===== src/prescaled_reload_timer_pkg.sv =====
// constants for the prescaled reload timer: register indices, fields,
// reset values and timing.
// assumes a single 100 MHz system clock and a word-wide core data bus.
package prescaled_reload_timer_pkg;

  // ----------------------------------------------------------------
  // register indices on the core register port
  // ----------------------------------------------------------------
  localparam logic [3:0] IDX_RELOAD_VALUE = 4'h0;
  localparam logic [3:0] IDX_PRESCALE_RELOAD = 4'h1;
  localparam logic [3:0] IDX_MAIN_COUNT = 4'h2;
  localparam logic [3:0] IDX_PRESCALE_COUNT = 4'h3;
  localparam logic [3:0] IDX_CONTROL_A = 4'h4;
  localparam logic [3:0] IDX_CONTROL_B = 4'h5;
  localparam logic [3:0] IDX_PORT_TWO_CONTROL = 4'h6;
  localparam logic [3:0] IDX_T2_LOAD = 4'h7;
  localparam logic [3:0] IDX_T2_COUNT = 4'h8;
  localparam logic [3:0] IDX_T2_CONTROL = 4'h9;

  // ----------------------------------------------------------------
  // field positions
  // ----------------------------------------------------------------
  localparam int PENDING_BIT = 15;
  localparam int PRESCALE_MSB = 7;
  localparam int CTL_ENABLE_BIT = 0;
  localparam int CTL_IN_SEL_LSB = 1;
  localparam int CTL_OUT_SEL_LSB = 5;
  localparam int P2_T2_CLK_PIN_BIT = 13;
  localparam int P2_OUT_C_BIT = 14;
  localparam int T2_ENABLE_BIT = 0;
  localparam int T2_CLK_SEL_BIT = 1;
  localparam int T2_IRQ_EN_BIT = 2;

  // pin select codes for the two-bit routing fields
  localparam logic [1:0] SEL_LINE_A = 2'h2;
  localparam logic [1:0] SEL_LINE_B = 2'h3;

  // ----------------------------------------------------------------
  // reset values
  // ----------------------------------------------------------------
  localparam logic [15:0] RST_WORD = 16'h0000;
  localparam logic [7:0] RST_BYTE = 8'h00;
  localparam logic [15:0] RST_CONTROL = 16'h0000;
  localparam logic [15:0] RST_PORT_TWO_CONTROL = 16'h0000;
  localparam logic [2:0] RST_T2_CONTROL = 3'h1;

  // ----------------------------------------------------------------
  // timing: prescaler and timer two, when not pin clocked, run at half the system rate
  // ----------------------------------------------------------------
  localparam int SYS_CLK_HZ = 100000000;
  localparam int HALF_RATE_HZ = 50000000;
  localparam int HALF_RATE_DIV = SYS_CLK_HZ / HALF_RATE_HZ;

endpackage : prescaled_reload_timer_pkg


===== src/prescaled_reload_timer.sv =====
// prescaled reload timer: main down counter with reload, 8-bit prescaler,
// tick toggle stage, pending flag, timer two and timer pin routing.
// assumes the core register port is synchronous to i_sys_clk and that
// pin inputs are asynchronous.
`timescale 1ns/1ps

// Summary of operation
// - reload value copied into counter on underflow
// - prescale reload held in low eight bits
// - bit 15 pending, set only by timer
// - writing one to bit 15 clears pending
// - main counter 16-bit down, always readable
// - counter write reloads and retriggers, data ignored
// - prescaler 8-bit down counter, readable
// - prescaler write reloads from reload field
// - prescaler clocked at half system rate
// - toggle stage makes 50 percent tick clock
// - prescaler at zero toggles and reloads
// - prescaler reloads on counter reload/retrigger
// - timer two counts down, reloads, interrupts
// - timer two enabled after reset, stoppable
// - timer two clock: half rate or pin
// - port-two bit 13 routes timer two clock
// - input select 10/11 routes port-one lines 6/7
// - output select 10/11 routes port-two lines 2/3
// - port-two bit 14 routes line 4 output
// - port-one input pins synchronised to tick clock
module prescaled_reload_timer (
  input wire logic i_sys_clk, // system clock, 100 MHz
  input wire logic i_resetn, // async reset, active low
  input wire logic [3:0] i_reg_idx, // register index
  input wire logic i_reg_wr, // write strobe, one cycle
  input wire logic i_reg_rd, // read strobe, one cycle
  input wire logic [15:0] i_core_data_bus, // write data
  output logic [15:0] o_rdata, // read data, valid after read
  output logic o_irq_pending_flag, // pending flag level
  output logic o_timer_two_irq, // timer two interrupt pulse
  output logic o_timer_tick_clock, // tick clock level
  input wire logic i_p1_6, // port-one line 6 pin
  input wire logic i_p1_7, // port-one line 7 pin
  input wire logic i_p2_5, // port-two line 5 pin
  output logic o_timer_input_a, // synced timer input a
  output logic o_timer_input_b, // synced timer input b
  output logic o_input_a_sel, // line 6 taken by timer
  output logic o_input_b_sel, // line 7 taken by timer
  output logic o_t2_clk_pin_sel, // line 5 taken by timer two
  input wire logic [2:0] i_p2_gpio_out, // gpio data, lines 2..4
  input wire logic [2:0] i_p2_gpio_oe_n, // gpio enables, lines 2..4
  output logic [2:0] o_p2_out, // pin data, lines 2..4
  output logic [2:0] o_p2_oe_n // pin enables, low drives
);

  // ----------------------------------------------------------------
  // state
  // ----------------------------------------------------------------
  logic [15:0] reload_value_reg;
  logic [7:0] prescale_reload_reg;
  logic irq_pending_flag_reg;
  logic [15:0] main_count_reg;
  logic [7:0] prescale_count_reg;
  logic half_phase_reg;
  logic tick_reg;
  logic out_wave_reg;
  logic [15:0] control_a_reg;
  logic [15:0] control_b_reg;
  logic [15:0] port_two_control_reg;
  logic [15:0] t2_load_reg;
  logic [15:0] t2_count_reg;
  logic [2:0] t2_control_reg;
  logic t2_wave_reg;
  logic t2_irq_reg;
  logic [15:0] rdata_reg;
  logic [2:0] sync1_reg;
  logic [2:0] sync2_reg;
  logic ext_clk_last_reg;
  logic input_a_reg;
  logic input_b_reg;

  // ----------------------------------------------------------------
  // register decode
  // ----------------------------------------------------------------
  function automatic logic hit(input logic [3:0] idx,
                               input logic [3:0] want);
    hit = (idx == want);
  endfunction : hit

  wire wr_reload = i_reg_wr & hit(i_reg_idx,
    prescaled_reload_timer_pkg::IDX_RELOAD_VALUE);
  wire wr_prescale_reload = i_reg_wr & hit(i_reg_idx,
    prescaled_reload_timer_pkg::IDX_PRESCALE_RELOAD);
  wire wr_main_count = i_reg_wr & hit(i_reg_idx,
    prescaled_reload_timer_pkg::IDX_MAIN_COUNT);
  wire wr_prescale_count = i_reg_wr & hit(i_reg_idx,
    prescaled_reload_timer_pkg::IDX_PRESCALE_COUNT);
  wire wr_control_a = i_reg_wr & hit(i_reg_idx,
    prescaled_reload_timer_pkg::IDX_CONTROL_A);
  wire wr_control_b = i_reg_wr & hit(i_reg_idx,
    prescaled_reload_timer_pkg::IDX_CONTROL_B);
  wire wr_port_two = i_reg_wr & hit(i_reg_idx,
    prescaled_reload_timer_pkg::IDX_PORT_TWO_CONTROL);
  wire wr_t2_load = i_reg_wr & hit(i_reg_idx,
    prescaled_reload_timer_pkg::IDX_T2_LOAD);
  wire wr_t2_count = i_reg_wr & hit(i_reg_idx,
    prescaled_reload_timer_pkg::IDX_T2_COUNT);
  wire wr_t2_control = i_reg_wr & hit(i_reg_idx,
    prescaled_reload_timer_pkg::IDX_T2_CONTROL);

  // ----------------------------------------------------------------
  // prescaler and tick generation
  // ----------------------------------------------------------------
  wire timer_enable =
    control_a_reg[prescaled_reload_timer_pkg::CTL_ENABLE_BIT];
  // prescaler steps on every other system edge
  wire half_step = half_phase_reg;
  wire prescale_zero = (prescale_count_reg == 8'h00);
  wire prescale_out = timer_enable & half_step & prescale_zero;
  wire tick_rise = prescale_out & ~tick_reg;
  wire main_zero = (main_count_reg == 16'h0000);
  wire underflow = tick_rise & main_zero;
  // any main reload also restarts the prescaler
  wire main_reload = underflow | wr_main_count;

  // prescaler count selection
  wire [7:0] prescale_next =
    (wr_prescale_count | main_reload | prescale_out) ?
      prescale_reload_reg :
    (timer_enable & half_step) ? prescale_count_reg - 8'h01 :
    prescale_count_reg;

  // main counter selection, write data never used
  wire [15:0] main_next =
    main_reload ? reload_value_reg :
    tick_rise ? main_count_reg - 16'h0001 :
    main_count_reg;

  // ----------------------------------------------------------------
  // pending flag: hardware set beats software clear
  // ----------------------------------------------------------------
  wire pend_clear = wr_prescale_reload &
    i_core_data_bus[prescaled_reload_timer_pkg::PENDING_BIT];
  wire pend_next = underflow | (irq_pending_flag_reg & ~pend_clear);

  // ----------------------------------------------------------------
  // timer two
  // ----------------------------------------------------------------
  wire t2_enable =
    t2_control_reg[prescaled_reload_timer_pkg::T2_ENABLE_BIT];
  wire t2_use_pin =
    t2_control_reg[prescaled_reload_timer_pkg::T2_CLK_SEL_BIT];
  wire t2_pin_routed =
    port_two_control_reg[prescaled_reload_timer_pkg::P2_T2_CLK_PIN_BIT];
  // pin edge only counts when line 5 is routed to timer two
  wire ext_clk_rise = sync2_reg[2] & ~ext_clk_last_reg;
  wire t2_step = t2_enable &
    (t2_use_pin ? (ext_clk_rise & t2_pin_routed) : half_step);
  wire t2_zero = (t2_count_reg == 16'h0000);
  wire t2_reload = t2_step & t2_zero;
  wire [15:0] t2_next =
    wr_t2_count ? t2_load_reg :
    t2_reload ? t2_load_reg :
    t2_step ? t2_count_reg - 16'h0001 :
    t2_count_reg;
  wire t2_irq_next = t2_reload &
    t2_control_reg[prescaled_reload_timer_pkg::T2_IRQ_EN_BIT];

  // ----------------------------------------------------------------
  // pin routing
  // ----------------------------------------------------------------
  wire [1:0] in_sel_a = control_a_reg[2:1];
  wire [1:0] in_sel_b = control_b_reg[2:1];
  wire [1:0] out_sel_a = control_a_reg[6:5];
  wire [1:0] out_sel_b = control_b_reg[6:5];
  wire sel_in_a = (in_sel_a == prescaled_reload_timer_pkg::SEL_LINE_A) |
    (in_sel_b == prescaled_reload_timer_pkg::SEL_LINE_A);
  wire sel_in_b = (in_sel_a == prescaled_reload_timer_pkg::SEL_LINE_B) |
    (in_sel_b == prescaled_reload_timer_pkg::SEL_LINE_B);
  wire sel_out_a = (out_sel_a == prescaled_reload_timer_pkg::SEL_LINE_A) |
    (out_sel_b == prescaled_reload_timer_pkg::SEL_LINE_A);
  wire sel_out_b = (out_sel_a == prescaled_reload_timer_pkg::SEL_LINE_B) |
    (out_sel_b == prescaled_reload_timer_pkg::SEL_LINE_B);
  wire sel_out_c =
    port_two_control_reg[prescaled_reload_timer_pkg::P2_OUT_C_BIT];
  wire [2:0] timer_sel = {sel_out_c, sel_out_b, sel_out_a};
  wire [2:0] timer_wave = {t2_wave_reg, out_wave_reg, out_wave_reg};

  // ----------------------------------------------------------------
  // read mux, reserved bits read as zero
  // ----------------------------------------------------------------
  logic [15:0] read_word;
  always_comb
  begin
    case (i_reg_idx)
      prescaled_reload_timer_pkg::IDX_RELOAD_VALUE:
        read_word = reload_value_reg;
      prescaled_reload_timer_pkg::IDX_PRESCALE_RELOAD:
        read_word = {irq_pending_flag_reg, 7'h00, prescale_reload_reg};
      prescaled_reload_timer_pkg::IDX_MAIN_COUNT:
        read_word = main_count_reg;
      prescaled_reload_timer_pkg::IDX_PRESCALE_COUNT:
        read_word = {8'h00, prescale_count_reg};
      prescaled_reload_timer_pkg::IDX_CONTROL_A:
        read_word = control_a_reg;
      prescaled_reload_timer_pkg::IDX_CONTROL_B:
        read_word = control_b_reg;
      prescaled_reload_timer_pkg::IDX_PORT_TWO_CONTROL:
        read_word = port_two_control_reg;
      prescaled_reload_timer_pkg::IDX_T2_LOAD:
        read_word = t2_load_reg;
      prescaled_reload_timer_pkg::IDX_T2_COUNT:
        read_word = t2_count_reg;
      prescaled_reload_timer_pkg::IDX_T2_CONTROL:
        read_word = {13'h0, t2_control_reg};
      default:
        read_word = 16'h0000;
    endcase
  end

  // ----------------------------------------------------------------
  // software-written registers
  // ----------------------------------------------------------------
  always_ff @(posedge i_sys_clk or negedge i_resetn)
  begin
    if (!i_resetn)
    begin
      reload_value_reg <= prescaled_reload_timer_pkg::RST_WORD;
      prescale_reload_reg <= prescaled_reload_timer_pkg::RST_BYTE;
      control_a_reg <= prescaled_reload_timer_pkg::RST_CONTROL;
      control_b_reg <= prescaled_reload_timer_pkg::RST_CONTROL;
      port_two_control_reg <=
        prescaled_reload_timer_pkg::RST_PORT_TWO_CONTROL;
      t2_load_reg <= prescaled_reload_timer_pkg::RST_WORD;
      t2_control_reg <= prescaled_reload_timer_pkg::RST_T2_CONTROL;
    end
    else
    begin
      if (wr_reload)
        reload_value_reg <= i_core_data_bus;
      // bits 14:8 not stored, software keeps them zero
      if (wr_prescale_reload)
        prescale_reload_reg <= i_core_data_bus[7:0];
      if (wr_control_a)
        control_a_reg <= i_core_data_bus;
      if (wr_control_b)
        control_b_reg <= i_core_data_bus;
      if (wr_port_two)
        port_two_control_reg <= i_core_data_bus;
      if (wr_t2_load)
        t2_load_reg <= i_core_data_bus;
      if (wr_t2_control)
        t2_control_reg <= i_core_data_bus[2:0];
    end
  end

  // ----------------------------------------------------------------
  // counters, prescaler and tick stage
  // ----------------------------------------------------------------
  always_ff @(posedge i_sys_clk or negedge i_resetn)
  begin
    if (!i_resetn)
    begin
      main_count_reg <= prescaled_reload_timer_pkg::RST_WORD;
      prescale_count_reg <= prescaled_reload_timer_pkg::RST_BYTE;
      half_phase_reg <= 1'b0;
      tick_reg <= 1'b0;
      out_wave_reg <= 1'b0;
      irq_pending_flag_reg <= 1'b0;
    end
    else
    begin
      main_count_reg <= main_next;
      prescale_count_reg <= prescale_next;
      half_phase_reg <= ~half_phase_reg;
      if (prescale_out)
        tick_reg <= ~tick_reg;
      if (underflow)
        out_wave_reg <= ~out_wave_reg;
      irq_pending_flag_reg <= pend_next;
    end
  end

  // ----------------------------------------------------------------
  // timer two
  // ----------------------------------------------------------------
  always_ff @(posedge i_sys_clk or negedge i_resetn)
  begin
    if (!i_resetn)
    begin
      t2_count_reg <= prescaled_reload_timer_pkg::RST_WORD;
      t2_wave_reg <= 1'b0;
      t2_irq_reg <= 1'b0;
    end
    else
    begin
      t2_count_reg <= t2_next;
      if (t2_reload)
        t2_wave_reg <= ~t2_wave_reg;
      t2_irq_reg <= t2_irq_next;
    end
  end

  // ----------------------------------------------------------------
  // pin synchronisers, then capture on the tick clock
  // ----------------------------------------------------------------
  always_ff @(posedge i_sys_clk or negedge i_resetn)
  begin
    if (!i_resetn)
    begin
      sync1_reg <= 3'h0;
      sync2_reg <= 3'h0;
      ext_clk_last_reg <= 1'b0;
      input_a_reg <= 1'b0;
      input_b_reg <= 1'b0;
    end
    else
    begin
      sync1_reg <= {i_p2_5, i_p1_7, i_p1_6};
      sync2_reg <= sync1_reg;
      ext_clk_last_reg <= sync2_reg[2];
      if (tick_rise)
      begin
        input_a_reg <= sync2_reg[0] & sel_in_a;
        input_b_reg <= sync2_reg[1] & sel_in_b;
      end
    end
  end

  // ----------------------------------------------------------------
  // read data register
  // ----------------------------------------------------------------
  always_ff @(posedge i_sys_clk or negedge i_resetn)
  begin
    if (!i_resetn)
      rdata_reg <= 16'h0000;
    else if (i_reg_rd)
      rdata_reg <= read_word;
  end

  // ----------------------------------------------------------------
  // outputs
  // ----------------------------------------------------------------
  assign o_rdata = rdata_reg;
  assign o_irq_pending_flag = irq_pending_flag_reg;
  assign o_timer_two_irq = t2_irq_reg;
  assign o_timer_tick_clock = tick_reg;
  assign o_timer_input_a = input_a_reg;
  assign o_timer_input_b = input_b_reg;
  assign o_input_a_sel = sel_in_a;
  assign o_input_b_sel = sel_in_b;
  assign o_t2_clk_pin_sel = t2_pin_routed;
  // timer lines drive, others fall back to gpio
  assign o_p2_out = (timer_sel & timer_wave) |
    (~timer_sel & i_p2_gpio_out);
  assign o_p2_oe_n = ~timer_sel & i_p2_gpio_oe_n;

endmodule : prescaled_reload_timer


===== config.mk =====
export PLATFORM = sky130hd
export DESIGN_NAME = prescaled_reload_timer
export DESIGN_NICKNAME = d
export VERILOG_FILES = /design/src/prescaled_reload_timer_pkg.sv /design/src/prescaled_reload_timer.sv
export SDC_FILE = /design/constraint.sdc
export NUM_CORES = 1
export LEC_CHECK = 0
export BUFFER_PORTS_ARGS = -buffer_cell sky130_fd_sc_hd__buf_4
export CORE_MARGIN = 2
export CORE_UTILIZATION = 45
export DETAILED_ROUTE_END_ITERATION = 10
export GPL_ROUTABILITY_DRIVEN = 0
export PLACE_DENSITY_LB_ADDON = 0.08
export REMOVE_ABC_BUFFERS = 1
export SLEW_MARGIN = 20
export SYNTH_ARGS = -nofsm -noshare
export SYNTH_HDL_FRONTEND = slang
export SYNTH_SLANG_ARGS = --single-unit
export TNS_END_PERCENT = 50

===== constraint.sdc =====
create_clock -name i_sys_clk -period 4.16 [get_ports i_sys_clk]
set_input_delay 0.208 -clock i_sys_clk [delete_from_list [all_inputs] [get_ports i_sys_clk]]
set_output_delay 0.208 -clock i_sys_clk [all_outputs]
set_load 0.02 [all_outputs]

### Word level (Yosys, flattened, before mapping)

Index checks and enable logic that the tools add are counted.
Widths: inputs -> output; s select.

| word-level totals | value |
|---|---|
| bits in registers | 162 |
| input bits | 33 |
| output and inout port bits | 30 |
| word-level logic and storage cells | 100 |

| operators by class | value |
|---|---|
| $add $sub $neg | 3 |
| eq/ne operators | 17 |
| multiplexer cells | 9 |
| bitwise logic cells | 42 |
| reduce and logical (&&, ||, !) cells | 7 |

Operators with widths:

| cell | count |
|---|---|
| $pmux 16 s10 | 1 |
| $mux 16 | 5 |
| $logic_not 16->1 | 2 |
| $sub 16x1->16 const B | 2 |
| $and 1x1->1 | 23 |
| $eq 2x2->1 const B | 8 |
| $eq 4x3->1 const B | 4 |
| $mux 8 | 2 |
| $and 3x3->3 | 3 |
| $eq 4x2->1 const B | 2 |
| $eq 4x4->1 const B | 2 |
| $logic_not 8->1 | 1 |
| $or 1x1->1 | 8 |
| $sub 8x1->8 const B | 1 |
| $not 1->1 | 6 |
| $eq 4x1->1 const B | 1 |
| $logic_not 4->1 | 1 |
| $reduce_bool 2->1 | 2 |
| $not 3->3 | 1 |
| $or 3x3->3 | 1 |
| $reduce_bool 3->1 | 1 |
| $mux 1 | 1 |

### Logic depth before layout (Yosys ltp)

| depth | value |
|---|---|
| depth in word-level cells | 8 |
| mapped depth | 9 |
| mapped depth without buffers | 7 |

### Worst setup path before layout

Ideal clock, no wire load.

| path | value |
|---|---|
| path kind | reg-to-reg |
| start | register main_count_reg[0] |
| end | register main_count_reg[12] |
| setup time | 0.065 ns |
| data arrival time | 1.989 ns |
| required time | 4.095 ns |
| slack | 2.106 ns |
| cell stages (with the launch flop) | 9 |
| buffers on the path | 1 |
| period minus slack after synthesis | 2.054 ns |
| cells stage by stage | dfrtp_1 inv_1 ha_1 or3b_1 buf_2 or3_4 o21a_1 o311ai_1 o21a_1 |

| on the way | value |
|---|---|
| longest elaborated chain between the ends | 4 |
| elaborated cells between the ends (all ways) | 7 |
| classes of those cells | 1 x add/sub; 2 x mux; 2 x bitwise; 2 x reduce/logical |

RTL lines:

| item | line | text |
|---|---|---|
| start: declaration | prescaled_reload_timer.sv:59 | `logic [15:0] main_count_reg;` |
| start signal: assignment | prescaled_reload_timer.sv:261 | `main_count_reg <= prescaled_reload_timer_pkg::RST_WORD;` |
| start signal: assignment | prescaled_reload_timer.sv:270 | `main_count_reg <= main_next;` |
| parallel branches: the longest is 4 deep, another holds $sub 16x1->16 | - |  |

Parallel ways; which one is timed is not known. The select of a mux whose other input is x is not followed.
A chain may end at the register's enable or synchronous reset.

### Worst setup path after layout

| path | value |
|---|---|
| start | register prescale_count_reg[3] |
| end | register main_count_reg[14] |

| on the way | value |
|---|---|
| longest elaborated chain between the ends | 6 |
| elaborated cells between the ends (all ways) | 7 |
| classes of those cells | 1 x mux; 4 x bitwise; 2 x reduce/logical |

RTL lines:

| item | line | text |
|---|---|---|
| start: declaration | prescaled_reload_timer.sv:60 | `logic [7:0] prescale_count_reg;` |
| start signal: assignment | prescaled_reload_timer.sv:262 | `prescale_count_reg <= prescaled_reload_timer_pkg::RST_BYTE;` |
| start signal: assignment | prescaled_reload_timer.sv:271 | `prescale_count_reg <= prescale_next;` |
| $logic_not 8->1 (*) | prescaled_reload_timer.sv:115 | `wire prescale_zero = (prescale_count_reg == 8'h00);` |
| $and 1x1->1 (*) | prescaled_reload_timer.sv:116 | `wire prescale_out = timer_enable & half_step & prescale_zero;` |
| $and 1x1->1 (*) | prescaled_reload_timer.sv:117 | `wire tick_rise = prescale_out & ~tick_reg;` |
| $and 1x1->1 | prescaled_reload_timer.sv:119 | `wire underflow = tick_rise & main_zero;` |
| $or 1x1->1 | prescaled_reload_timer.sv:121 | `wire main_reload = underflow \| wr_main_count;` |
| $mux 16 or $reduce_bool 2->1 (tied branches) | - |  |

Every way passes the cells marked *; elsewhere a longest branch is shown, timed or not.

==> flow_summary.yaml <==
finish:
  antennaDiodeCount: 0
  final_core_util_pct: 53.7
  drive_gt1_share_pct: 22.8
  areaGrowthSynthToFinish_pct: 16.3
  fill_cells: 1543
  nNetsFinal: 804
  design_area_sq_um: 9360
floorplanning:
  num_rows: 48
  die_y_um: 138
  design.die.area_sq_um: 19000
  die_w_um: 138
  initial_core_util_pct: 46.2
  core_sq_um: 17400
  boundaryPins: 63
sta:
  finalCritPeriodShare_pct: 66.1
  tns_ns: 0
  tightest_slew_ns: 1.06
  finalHoldViolations: 0
  fin_skew_ns: 0.0110
  timing.final.crit_period_ns: 2.75
  max_freq_mhz: 364
  final-setup-viol-count: 0
  maxSlewViolCount: 0
  grt_setup_unrepaired: "no"
  slew_headroom_pct: 29.3
run_status:
  status: "finished, final reports clean"
placement:
  io_buffers: 62
  dpl-instance-area_sq_um: 8690
  detailed_place_hpwl_mm: 15.9
critical_path:
  worstSetupPathType: "reg2reg"
  critPathArrivalTime_ns: 3.09
  cp_max_fo: 23
  crit_path_start_kind: "register"
  cp_top_family: "simple AND/OR/NAND/NOR gates"
  slowest_stage: "nand3_1"
  crit_chain: "nor4_2, nand3_1, nor2_1, nand2_1, o311ai_1"
  required_ns: 4.50
  endpoint_kind: "register"
  worstSetupPathDepth: 5
  critical_path_buf_inv_count: 0
  max_stage_delay_ns: 0.74
  reg2regPathDepth: 5
logic_synthesis:
  seq_area_frac_synth_pct: 50.4
  ys_top_cells_by_count: "161 x dfrtp_1, 55 x mux2_2, 49 x nand2_1, 44 x mux2_1"
  yosysMostFrequentCell: "dfrtp_1"
  ys.flop_type: "dfrtp_1"
  synth_edf_count: 0
  synthTopCellsByArea: "dfrtp_1 50%, mux2_2 7.7%, mux2_1 6.2%"
  synth_largest_area_cell: "dfrtp_1"
  netlist_area_sq_um: 8050
  ys_types: 73
  ys_seq_elements: 162
  yosys_warnings: 0
  yosysTopAreaCellShare_pct: 50.1
  postSynthAreaPerCell_sq_um: 11.3
  netlist_instances: 713
  synth-async-reset-ratio_pct: 100
clocking:
  cts.htree.levels: 4
  cts_tree: "built"
  clock_latency_ns: 0.45
  cts_root_buf: "clkbuf_16"
  postCtsSetupRepairBufs: 0
  clock_path_buffers: 2
  cts_hold_buf: 6
  post_cts_resized: 0
  clkSlewWorstSetupHoldPaths_ns: 0.08
  clkSinkCount: 162
  cts_buffers: 17
global_routing:
  globalRoute.totalOverflow: 0
  grt_pass1_vias: 6283
  track_usage_pct: 26.5
  grt_max_degree: 99
  antenna_found_initial: 0
  grt_first_pass_wirelength_mm: 36.8
routing:
  drc: 0
  post_drt_wl_per_cell_um: 23.7
  routed_via_density: 6.30
  drtPass1Iterations: 7
  wl_mm: 23.8
  ant_nets: 0
  drt_iter0_markers: 649
  vias: 6330
hold_path:
  min_path_type: "in2reg"
  min_path_cells: 2
power:
  p_leak_nw: 3.98
  peakVddDrop_uv: 337
  power_density_nw_per_um2: 534
  finalPower_mw: 5.00
flow_run:
  drv_cap: 0
[metal layers]
metal	vias to the layer above	track usage [%]	part of all wire (%)
met1	3224	37.7	46
met3	37	5.67	6.1
li1	2825	-	-
met5	-	0	0
met4	0	8.39	1.7
met2	244	40.6	46
[logic make-up after synthesis]
| logic type | synth area share, % |
|---|---|
| AOI/OAI and AO/OA | 14.5 |
| xor gates and xnor gates | 1.09 |
| adders and majority gates | 0.622 |
| buffers and inverters | 3.78 |
| DFF | 50.4 |
| muxes | 15.1 |
| and+or+nand+nor | 14.5 |
[layout by cell type (no fill, tap or decap), types with 6 or more instances in the layout]
master / instances
nand4_1: 8
a21oi_1: 22
a22oi_1: 30
or4_1: 6
mux2_1: 44
o21ai_0: 14
buf_4: 71
nor2_1: 30
o311ai_1: 6
nand3_1: 18
a222oi_1: 12
inv_1: 29
o21a_1: 6
and3_1: 12
nor4_1: 10
dfrtp_1: 161
nor3_1: 11
mux2i_1: 10
mux2_2: 55
clkbuf_16: 17
nand2_1: 49
dlygate4sd3_1: 6
inv_6: 6
o22ai_1: 21
a211oi_1: 6
[layout make-up]
class	count	area, sq um	share of cell area (%)
Clock buffer	18	439	4.69
Clock inverter	14	160	1.71
Inverter	29	109	1.16
Multi-Input combinational cell	479	3710	39.6
Sequential cell	162	4060	43.3
Tap cell	225	282	3.01
Timing Repair Buffer	78	604	6.46
[power breakdown]
part	internal (mW)	switching, mW
clock	0.873	0.750
sequential	1.93	0.411
combinational	0.503	0.531
total	3.31	1.69
[through the flow]
step / cells / hold slack (ns) / worst slack [ns]
floorplan: 670 / -0.0876 / 1.34
global placement: 967 / 0.318 / 1.55
detailed placement: 967 / 0.318 / 1.42
CTS: 1005 / 0.00201 / 1.39
global route: 1005 / 0.00215 / 1.09
finish: 1005 / 0.00818 / 1.41
[path summary, 6_finish.rpt]
check / to / slack (ns) / startpoint
setup reg to reg: main_count_reg[14] / 1.41 / prescale_count_reg[3]
max in group asynchronous: control_b_reg[9] / 2.71 / i_resetn
hold reg to reg: sync2_reg[1] / 0.35 / sync1_reg[1]
setup / recovery: main_count_reg[14] / 1.41 / prescale_count_reg[3]
min in group asynchronous: control_b_reg[4] / 0.46 / i_resetn
hold / removal: control_b_reg[14] / 0.008 / i_core_data_bus[14]
No activity file was read; power rests on OpenSTA's default activity.
